**config.mk**
```make
export PLATFORM = sky130hd
export DESIGN_NAME = vo_top
export DESIGN_NICKNAME = d
export VERILOG_FILES = /design/src/shared/vo_pkg.sv /design/src/hdl/vo_top.sv
export SDC_FILE = /design/constraint.sdc
export NUM_CORES = 1
export LEC_CHECK = 0
export BUFFER_PORTS_ARGS = -buffer_cell sky130_fd_sc_hd__clkbuf_2
export CAP_MARGIN = 20
export CORE_AREA = 8 8 157 159
export CTS_CLUSTER_SIZE = 10
export DETAILED_ROUTE_END_ITERATION = 16
export DIE_AREA = 0 0 165 167
export PLACE_DENSITY = 0.83
export SYNTH_ARGS = -nofsm -noshare
export SYNTH_HDL_FRONTEND = slang
export SYNTH_SLANG_ARGS = --single-unit
```
**constraint.sdc**
```tcl
create_clock -name i_core_clk -period 2.81 [get_ports i_core_clk]
set_input_delay 0.562 -clock i_core_clk [delete_from_list [all_inputs] [get_ports i_core_clk]]
set_output_delay 0.562 -clock i_core_clk [all_outputs]
set_load 0.1 [all_outputs]
```
**src/shared/vo_pkg.sv**
```systemverilog
// Constants shared by the video output control block.
package vo_pkg;
  // ==========================================================
  // Register offsets on the plain register port.
  localparam logic [7:0] OUT_CTL_ADDR  = 8'h03;
  localparam logic [7:0] EXT_CTL_ADDR  = 8'h04;
  localparam logic [7:0] GPO_CTL_ADDR  = 8'h05;
  localparam logic [7:0] STATUS_ADDR   = 8'h06;
  // ==========================================================
  // Reset values.
  localparam logic [7:0] OUT_CTL_RST   = 8'h00;
  localparam logic [7:0] EXT_CTL_RST   = 8'h0c;
  localparam logic [7:0] GPO_CTL_RST   = 8'h00;
  // ==========================================================
  // Field positions.
  localparam int STYLE_LSB   = 0;
  localparam int FMT_LSB     = 2;
  localparam int FLOAT_BIT   = 6;
  localparam int PASS_BIT    = 7;
  localparam int RANGE_BIT   = 0;
  localparam int EXTSEL_LSB  = 4;
  localparam int REV_BIT     = 7;
  localparam int LOW_DRV_BIT  = 4;
  localparam int HIGH_DRV_BIT = 5;
  localparam int CBLANK_BIT  = 6;
  localparam int LOCKR_BIT   = 7;
  // ==========================================================
  // Field codes.
  localparam logic [1:0] STYLE_BAD     = 2'h3;
  localparam logic [3:0] FMT_10_FULL   = 4'h0;
  localparam logic [3:0] FMT_20_HALF   = 4'h1;
  localparam logic [3:0] FMT_16_HALF   = 4'h2;
  localparam logic [3:0] FMT_8_FULL    = 4'h3;
  localparam logic [3:0] FMT_12_HALF   = 4'h4;
  // ==========================================================
  // Sample limits and datapath sizes.
  localparam logic [9:0] CCIR_LO       = 10'h040;
  localparam logic [9:0] CCIR_HI       = 10'h3c0;
  localparam logic [9:0] CHROMA_ZERO   = 10'h200;
  localparam int         FIFO_DEPTH    = 8;
  localparam int         WORD_W        = 21;
endpackage

```
**src/hdl/vo_top.sv**
```systemverilog
// Video output control registers, pixel FIFO and output formatter.
//
// Function
// Two-bit timing style; code three is invalid.
// Codes 0000/0011: 10/8-bit 4:2:2, full-rate clock.
// Code 0001: 20-bit 4:2:2 at half rate.
// 0010 16-bit, 0100 12-bit 4:1:1, rest unused.
// Float bit forces drivers off; else follow pin. The code gates only the pixel pins; extra and general outputs ignore both.
// Passthrough bit: blanking lines get minimal filtering.
// Range bit: CCIR limits or full range.
// Chroma blank bit zeroes colour during blanking.
// Lock routing puts lock flag on output 0.
// Extra select zero leaves twelve extra pins floating.
// Revision bit picks BT656-3 or BT656-4 framing.
// General outputs driven only where format provides.
// Low/high drive enables gate output pairs.
// Software keeps reserved extended bits at 110.
`timescale 1ns/1ps

// ==========================================================
// Parameterised FIFO with valid and ready on both sides.
module vo_fifo #(
  parameter int W = 21,
  parameter int D = 8
) (
  // Clock and reset.
  input  wire logic           i_core_clk,
  input  wire logic           i_arst_n,
  // Fill side.
  input  wire logic           i_in_valid,
  output logic                o_in_ready,
  input  wire logic [W-1:0]   i_in_data,
  // Drain side.
  output logic                o_out_valid,
  input  wire logic           i_out_ready,
  output logic [W-1:0]        o_out_data,
  // Fill level.
  output logic [$clog2(D):0]  o_level
);
  localparam int AW = $clog2(D);
  logic [W-1:0]  mem [D];
  logic [AW-1:0] wp_q;
  logic [AW-1:0] rp_q;
  logic [AW:0]   cnt_q;
  logic          push;
  logic          pop;

  // Handshake terms and honest flags.
  assign o_in_ready  = (cnt_q != (AW+1)'(D));
  assign o_out_valid = (cnt_q != '0);
  assign push        = i_in_valid && o_in_ready;
  assign pop         = o_out_valid && i_out_ready;
  assign o_out_data  = mem[rp_q];
  assign o_level     = cnt_q;

  // Storage array, written only on a push.
  always_ff @(posedge i_core_clk) begin
    if (push) begin
      mem[wp_q] <= i_in_data;
    end
  end

  // Pointers and count.
  always_ff @(posedge i_core_clk or negedge i_arst_n) begin
    if (!i_arst_n) begin
      wp_q  <= '0;
      rp_q  <= '0;
      cnt_q <= '0;
    end else begin
      wp_q  <= push ? wp_q + 1'b1 : wp_q;
      rp_q  <= pop ? rp_q + 1'b1 : rp_q;
      cnt_q <= cnt_q + (AW+1)'(push) - (AW+1)'(pop);
    end
  end
endmodule

// ==========================================================
// Top: register bank and pixel output path.
module vo_top (
  // Clock and reset.
  input  wire logic        i_core_clk,
  input  wire logic        i_arst_n,
  // Register port.
  input  wire logic [7:0]  i_addr,
  input  wire logic [7:0]  i_wr_data,
  input  wire logic        i_wr_stb,
  input  wire logic        i_rd_stb,
  output logic [7:0]       o_rd_data,
  // Decoded pixel stream from the decoder core.
  input  wire logic        i_pix_valid,
  output logic             o_pix_ready,
  input  wire logic [9:0]  i_pix_luma,
  input  wire logic [9:0]  i_pix_chroma,
  input  wire logic        i_pix_blank_line,
  input  wire logic        i_hlock,
  // Output enable pin, active low.
  input  wire logic        i_oe_n,
  // Pixel port.
  output logic [19:0]      o_pix_data,
  output logic [19:0]      o_pix_oe_n,
  output logic             o_pix_strobe,
  output logic             o_line_locked_clock_half,
  // Extra pins and general outputs.
  output logic [11:0]      o_extra_data,
  output logic [11:0]      o_extra_oe_n,
  output logic [3:0]       o_general_outputs,
  output logic [3:0]       o_general_outputs_oe_n,
  // Mode levels toward the framing logic.
  output logic [1:0]       o_output_timing_style,
  output logic             o_bt656_rev4,
  output logic             o_blanking_interval_passthrough
);
  logic [7:0]  out_ctl_q;
  logic [7:0]  ext_ctl_q;
  logic [7:0]  gpo_ctl_q;
  logic [7:0]  rd_q;
  logic [2:0]  oe_sync_q;
  logic        oe_n_q;
  logic        fifo_valid;
  logic [20:0] fifo_data;
  logic [3:0]  fifo_level;
  logic        pop;
  logic [20:0] word_q;
  logic        have_q;
  logic        phase_q;
  logic [19:0] pix_q;
  logic        strobe_q;
  logic [3:0]  gpo_q;
  logic [11:0] extra_q;

  // Clamp a sample to a window.
  function automatic logic [9:0] clip(input logic [9:0] v, input logic [9:0] lo,
                                      input logic [9:0] hi);
    clip = (v < lo) ? lo : ((v > hi) ? hi : v);
  endfunction

  // ========================================================
  // Register fields.
  wire [1:0] style    = out_ctl_q[vo_pkg::STYLE_LSB +: 2];
  wire [3:0] fmt      = out_ctl_q[vo_pkg::FMT_LSB +: 4];
  wire       force_driver_float = out_ctl_q[vo_pkg::FLOAT_BIT];
  wire       blanking_pass      = out_ctl_q[vo_pkg::PASS_BIT];
  wire       full_range         = ext_ctl_q[vo_pkg::RANGE_BIT];
  wire [2:0] extra_pin_data_select = ext_ctl_q[vo_pkg::EXTSEL_LSB +: 3];
  wire       low_outputs_drive_enable  = gpo_ctl_q[vo_pkg::LOW_DRV_BIT];
  wire       high_outputs_drive_enable = gpo_ctl_q[vo_pkg::HIGH_DRV_BIT];
  wire       chroma_blank_in_blanking  = gpo_ctl_q[vo_pkg::CBLANK_BIT];
  wire       lock_flag_routing         = gpo_ctl_q[vo_pkg::LOCKR_BIT];

  // Format decode.
  wire fmt_full  = (fmt == vo_pkg::FMT_10_FULL) || (fmt == vo_pkg::FMT_8_FULL);
  wire fmt_half  = (fmt == vo_pkg::FMT_20_HALF) || (fmt == vo_pkg::FMT_16_HALF) ||
                   (fmt == vo_pkg::FMT_12_HALF);
  wire fmt_valid = fmt_full || fmt_half;
  wire gpo_avail = fmt_full;

  // Register port decode; a style write of code three is dropped.
  wire wr_out   = i_wr_stb && (i_addr == vo_pkg::OUT_CTL_ADDR);
  wire wr_ext   = i_wr_stb && (i_addr == vo_pkg::EXT_CTL_ADDR);
  wire wr_gpo   = i_wr_stb && (i_addr == vo_pkg::GPO_CTL_ADDR);
  wire [1:0] style_d = (i_wr_data[1:0] == vo_pkg::STYLE_BAD) ? style
                                                              : i_wr_data[1:0];
  wire [7:0] status  = {3'h0, fifo_level, oe_n_q};
  wire [7:0] rd_mux  = (i_addr == vo_pkg::OUT_CTL_ADDR) ? out_ctl_q :
                       (i_addr == vo_pkg::EXT_CTL_ADDR) ? ext_ctl_q :
                       (i_addr == vo_pkg::GPO_CTL_ADDR) ? gpo_ctl_q :
                       (i_addr == vo_pkg::STATUS_ADDR)  ? status : 8'h00;

  // Control registers and registered read data.
  always_ff @(posedge i_core_clk or negedge i_arst_n) begin
    if (!i_arst_n) begin
      out_ctl_q <= vo_pkg::OUT_CTL_RST;
      ext_ctl_q <= vo_pkg::EXT_CTL_RST;
      gpo_ctl_q <= vo_pkg::GPO_CTL_RST;
      rd_q      <= 8'h00;
    end else begin
      if (wr_out) begin
        out_ctl_q <= {i_wr_data[7:2], style_d};
      end
      if (wr_ext) begin
        ext_ctl_q <= i_wr_data;
      end
      if (wr_gpo) begin
        gpo_ctl_q <= i_wr_data;
      end
      rd_q <= i_rd_stb ? rd_mux : 8'h00;
    end
  end

  // Output enable pin: three stages, a change counts when the last two agree.
  always_ff @(posedge i_core_clk or negedge i_arst_n) begin
    if (!i_arst_n) begin
      oe_sync_q <= 3'h7;
      oe_n_q    <= 1'b1;
    end else begin
      oe_sync_q <= {oe_sync_q[1:0], i_oe_n};
      oe_n_q    <= (oe_sync_q[1] == oe_sync_q[2]) ? oe_sync_q[2] : oe_n_q;
    end
  end

  // ========================================================
  // Pixel FIFO; a full FIFO stalls the decoder core.
  vo_fifo #(
    .W (vo_pkg::WORD_W),
    .D (vo_pkg::FIFO_DEPTH)
  ) u_fifo (
    .i_core_clk  (i_core_clk),
    .i_arst_n    (i_arst_n),
    .i_in_valid  (i_pix_valid),
    .o_in_ready  (o_pix_ready),
    .i_in_data   ({i_pix_blank_line, i_pix_chroma, i_pix_luma}),
    .o_out_valid (fifo_valid),
    .i_out_ready (pop),
    .o_out_data  (fifo_data),
    .o_level     (fifo_level)
  );

  // Each word is held two cycles: chroma then luma, or both at half rate.
  assign pop = fifo_valid && (!have_q || phase_q);

  // Sample processing: range limiting, skipped on blanking lines in passthrough.
  wire       w_vbi   = word_q[20];
  wire       bypass  = full_range || (blanking_pass && w_vbi);
  wire [9:0] luma    = bypass ? word_q[9:0]
                              : clip(word_q[9:0], vo_pkg::CCIR_LO, vo_pkg::CCIR_HI);
  wire [9:0] chroma_c = bypass ? word_q[19:10]
                               : clip(word_q[19:10], vo_pkg::CCIR_LO, vo_pkg::CCIR_HI);
  wire [9:0] chroma  = (chroma_blank_in_blanking && w_vbi) ? vo_pkg::CHROMA_ZERO
                                                            : chroma_c;
  wire [9:0] comp    = phase_q ? luma : chroma;

  // Output word by format.
  wire [19:0] pix_d = (fmt == vo_pkg::FMT_10_FULL) ? {10'h000, comp} :
                      (fmt == vo_pkg::FMT_8_FULL)  ? {12'h000, comp[9:2]} :
                      (fmt == vo_pkg::FMT_20_HALF) ? {luma, chroma} :
                      (fmt == vo_pkg::FMT_16_HALF) ? {4'h0, luma[9:2], chroma[9:2]} :
                      (fmt == vo_pkg::FMT_12_HALF) ? {8'h00, luma[9:2], chroma[9:6]} :
                      20'h00000;

  // Output stage.
  always_ff @(posedge i_core_clk or negedge i_arst_n) begin
    if (!i_arst_n) begin
      word_q   <= '0;
      have_q   <= 1'b0;
      phase_q  <= 1'b0;
      pix_q    <= '0;
      strobe_q <= 1'b0;
      gpo_q    <= '0;
      extra_q  <= '0;
    end else begin
      word_q   <= pop ? fifo_data : word_q;
      have_q   <= pop || (have_q && !phase_q);
      phase_q  <= pop ? 1'b0 : (have_q && !phase_q);
      pix_q    <= pix_d;
      strobe_q <= have_q && fmt_valid && (fmt_full || !phase_q);
      gpo_q    <= {gpo_ctl_q[3:1], lock_flag_routing ? i_hlock : gpo_ctl_q[0]};
      extra_q  <= (extra_pin_data_select == 3'h0) ? 12'h000 : {chroma, 2'h0};
    end
  end

  // ========================================================
  // Pin drivers; enables are low while driving.
  wire pix_drive = !force_driver_float && !oe_n_q && fmt_valid;
  assign o_pix_oe_n = {20{!pix_drive}};
  assign o_extra_oe_n = {12{extra_pin_data_select == 3'h0}};
  assign o_general_outputs_oe_n = {{2{!(gpo_avail && high_outputs_drive_enable)}},
                                   {2{!(gpo_avail && low_outputs_drive_enable)}}};
  assign o_pix_data = pix_q;
  assign o_pix_strobe = strobe_q;
  assign o_line_locked_clock_half = phase_q;
  assign o_extra_data = extra_q;
  assign o_general_outputs = gpo_q;
  assign o_rd_data = rd_q;
  assign o_output_timing_style = style;
  assign o_bt656_rev4 = ext_ctl_q[vo_pkg::REV_BIT];
  assign o_blanking_interval_passthrough = blanking_pass;
endmodule

```
==> results.yml <==
outcome:
  status: "completed"
setup_path:
  cp.required_ns: 2.25
  reg2reg_to: "o_pix_data[2]$_DFF_PN0_"
  r2r_slack_ns: 0.56
  max_stage_delay_ns: 0.52
  cp_max_fo: 17
  r2r_start: "word_q[19]$_DFFE_PN0P_"
  cp-start-kind: "flip-flop"
  crit_type: "reg2out"
  cp_cell_sequence: "or3_1, clkinvlp_4, clkbuf_4"
  crit_path_top_delay_cell: "or3_1"
  cp_data_arrival_time_ns: 2.11
  end_kind: "output pin"
  worst_r2r_path_depth: 5
flow_run:
  cap_violations: 0
layout:
  seq_area_um2: 7660
  nets: 877
  drive_gt1_share_pct: 33.2
  layout_commonest_cell: "edfxtp_1"
  finalNonFillerCells: 1121
  final_core_util_pct: 58.4
  multi_input_area_um2: 3210
  syn2layout_area_growth_pct: 15.2
  mostFrequentLayoutCells: "edfxtp_1, dfrtp_1, clkbuf_2"
  nFillCells: 1653
synthesis:
  synth_compound_area_share_pct: 6.49
  ys_ff_latch: 272
  synthAdderAreaFrac_pct: 1.16
  synth_top_flop_cell: "edfxtp_1"
  synth_top_family_by_area: "multiplexers"
  synth-simple-area-share_pct: 6.72
  synth_xor_area_share_pct: 0.466
  synthDistinctLibCells: 54
  synthMuxAreaShare_pct: 13.2
  synthArstFlopShare_pct: 38.2
  synth.avg_cell_area_um2: 15.8
  synthCells: 714
  synthesis.area_um2: 11300
  ys_warn_count: 0
  yosysSeqAreaShare_pct: 67.9
  synth-edff-count: 168
clocking:
  cts_root_buf: "clkbuf_16"
  cts.path.max_buffers: 3
  h-tree-depth: 1
  postCtsSetupBuffers: 0
  postCtsHoldBufs: 0
  clock_latency_ns: 0.55
  cts_buffers: 31
  clk_pin_slew_worst_paths_ns: 0.06
  cts_tree: "yes"
  clock-sinks: 272
global_route:
  grt_pass1_vias: 6523
  grt_antenna_before_repair: 1
  grt_pass1_wl_um: 36800
  grt_max_degree: 47
  track_usage_pct: 17.1
  overflow: 0
route:
  drtIter0Drc: 452
  vias: 6439
  drt-pass1-iter-count: 6
  post-route-drc-count: 0
  vias_per_cell: 5.74
  drtAntennaViolNets: 0
  drt-total-wl_um: 23700
  routedWlPerCell_um: 21.2
sta:
  period_needed_ns: 2.67
  setup_tns_ns: 0
  finalMaxSlewViolations: 0
  worstMarginPinSlew_ns: 0.834
  min_period_over_period_pct: 95.1
  clock_skew_ns: 0.00993
  max_freq_mhz: 374
  final-setup-viol-count: 0
  relSlewSlack_pct: 43.9
  rsz0062_at_grt: "true"
  final_hold_viol_count: 0
die:
  initial_core_util_pct: 50.7
  die_y_um: 167
  die_area_um2: 27600
  core-area_um2: 22200
  pin_count: 131
  row_count: 55
  die_width_um: 165
power:
  leakagePower_nw: 5.15
  vdd_drop_max_v: 0.000673
  powerDensity_nw_per_um2: 1090
min_path:
  hold_path_class: "in2async"
place:
  dpl.cell_count: 1076
  gp_congestion: 0.900
  portBuffers: 128
  dp_hpwl_um: 15000
synthesized netlist by cell type (10+ instances only):
master | instances | area (um^2)
dfrtp_1 | 98 | 2450
a21oi_1 | 32 | 160
a22o_1 | 12 | 105
nor2_1 | 52 | 195
mux2i_1 | 26 | 260
edfxtp_1 | 168 | 5040
clkbuf_1 | 23 | 86.3
buf_4 | 36 | 270
nor3_1 | 10 | 50.1
and3_1 | 10 | 62.6
o21ai_0 | 20 | 100
nand2_1 | 19 | 71.3
inv_1 | 12 | 45.0
mux4_2 | 42 | 946
mux2_2 | 25 | 282
critical path, delay by kind of cell, from the launching register on:
family,cells,cell delay (ns)
flops,1,0.39
simple gates,1,0.52
buf+inv,2,0.65
cell families (layout without fill, tap and decap cells):
logic type | after synthesis | after routing
adder cells (fa/ha/maj) | 10 | 10
multiplexers | 93 | 93
other | 1 | 3
buffers and inverters | 81 | 201
AO/OA/AOI/OAI | 112 | 112
flip-flops | 272 | 272
AND/OR/NAND/NOR | 139 | 139
XOR/XNOR | 6 | 6
what timing repair did:
action                     in CTS  in global routing
gates resized for setup        15                 26
cloned                          0                  0
setup endpoints to repair      14                 24
registers in the layout (all words and copies together), names as in the netlist:
name                      count
u_fifo.rp_q                   3
o_general_outputs             4
gpo_ctl_q                     8
u_fifo.o_level                4
ext_ctl_q                     8
u_fifo.wp_q                   3
o_pix_strobe                  1
have_q                        1
out_ctl_q                     8
oe_sync_q                     3
o_pix_data                   20
u_fifo.mem                  168
o_line_locked_clock_half      1
o_rd_data                     8
o_extra_data                 10
word_q                       21
oe_n_q                        1
where the power goes:
group          total, W  switching (W)  internal, W
Clock           0.00353        0.00145      0.00209
Sequential      0.00553       0.000473      0.00505
Combinational   0.00510        0.00347      0.00163
worst max path at each step:
stage,start,endpoint,slack [ns],cells after the start
final,ext_ctl_q[4]$_DFFE_PN0P_,o_extra_oe_n[4],0.14,3
after global routing,out_ctl_q[4]$_DFFE_PN0P_,o_pix_oe_n[2],-0.02,3
after CTS,out_ctl_q[4]$_DFFE_PN0P_,o_general_outputs_oe_n[1],0.01,5
after detailed placement,i_addr[4],gpo_ctl_q[1]$_DFFE_PN0P_,0.42,5
after global placement,i_addr[4],gpo_ctl_q[4]$_DFFE_PN0P_,0.47,5
after floorplan,out_ctl_q[4]$_DFFE_PN0P_,o_general_outputs_oe_n[1],-0.12,7
stage by stage:
| stage | cell area (um^2) | hold slack, ns | worst slack [ns] | power [W] |
|---|---|---|---|---|
| floorplan | 11300 | 0.266 | -0.120 | 0.00948 |
| global placement | 12100 | 0.347 | 0.473 | 0.0105 |
| detailed placement | 12100 | 0.347 | 0.422 | 0.0107 |
| CTS | 13000 | 0.0125 | 0.0101 | 0.0142 |
| global route | 13000 | 0.0472 | -0.0175 | 0.0148 |
| finish | 13000 | 0.0127 | 0.139 | 0.0142 |
cell type report:
class	count	share of cell area (%)
clock inverter	2	0.386
inverter	12	0.376
antenna	1	0.0193
sequential	272	59.0
timing repair buffer	145	6.44
multi-input combinational	362	24.7
clock buffer	42	6.30
tap	285	2.75
routing by layer:
layer  up-vias  global-route usage, %  share of wire (%)
li1       2920                      -                  -
met1      3184                   23.0                 40
met2       292                   28.0                 48
met3        43                   3.11                8.9
met4         0                   4.43                2.3
met5         -                      0                  0
No activity file was read; power rests on OpenSTA's default activity.
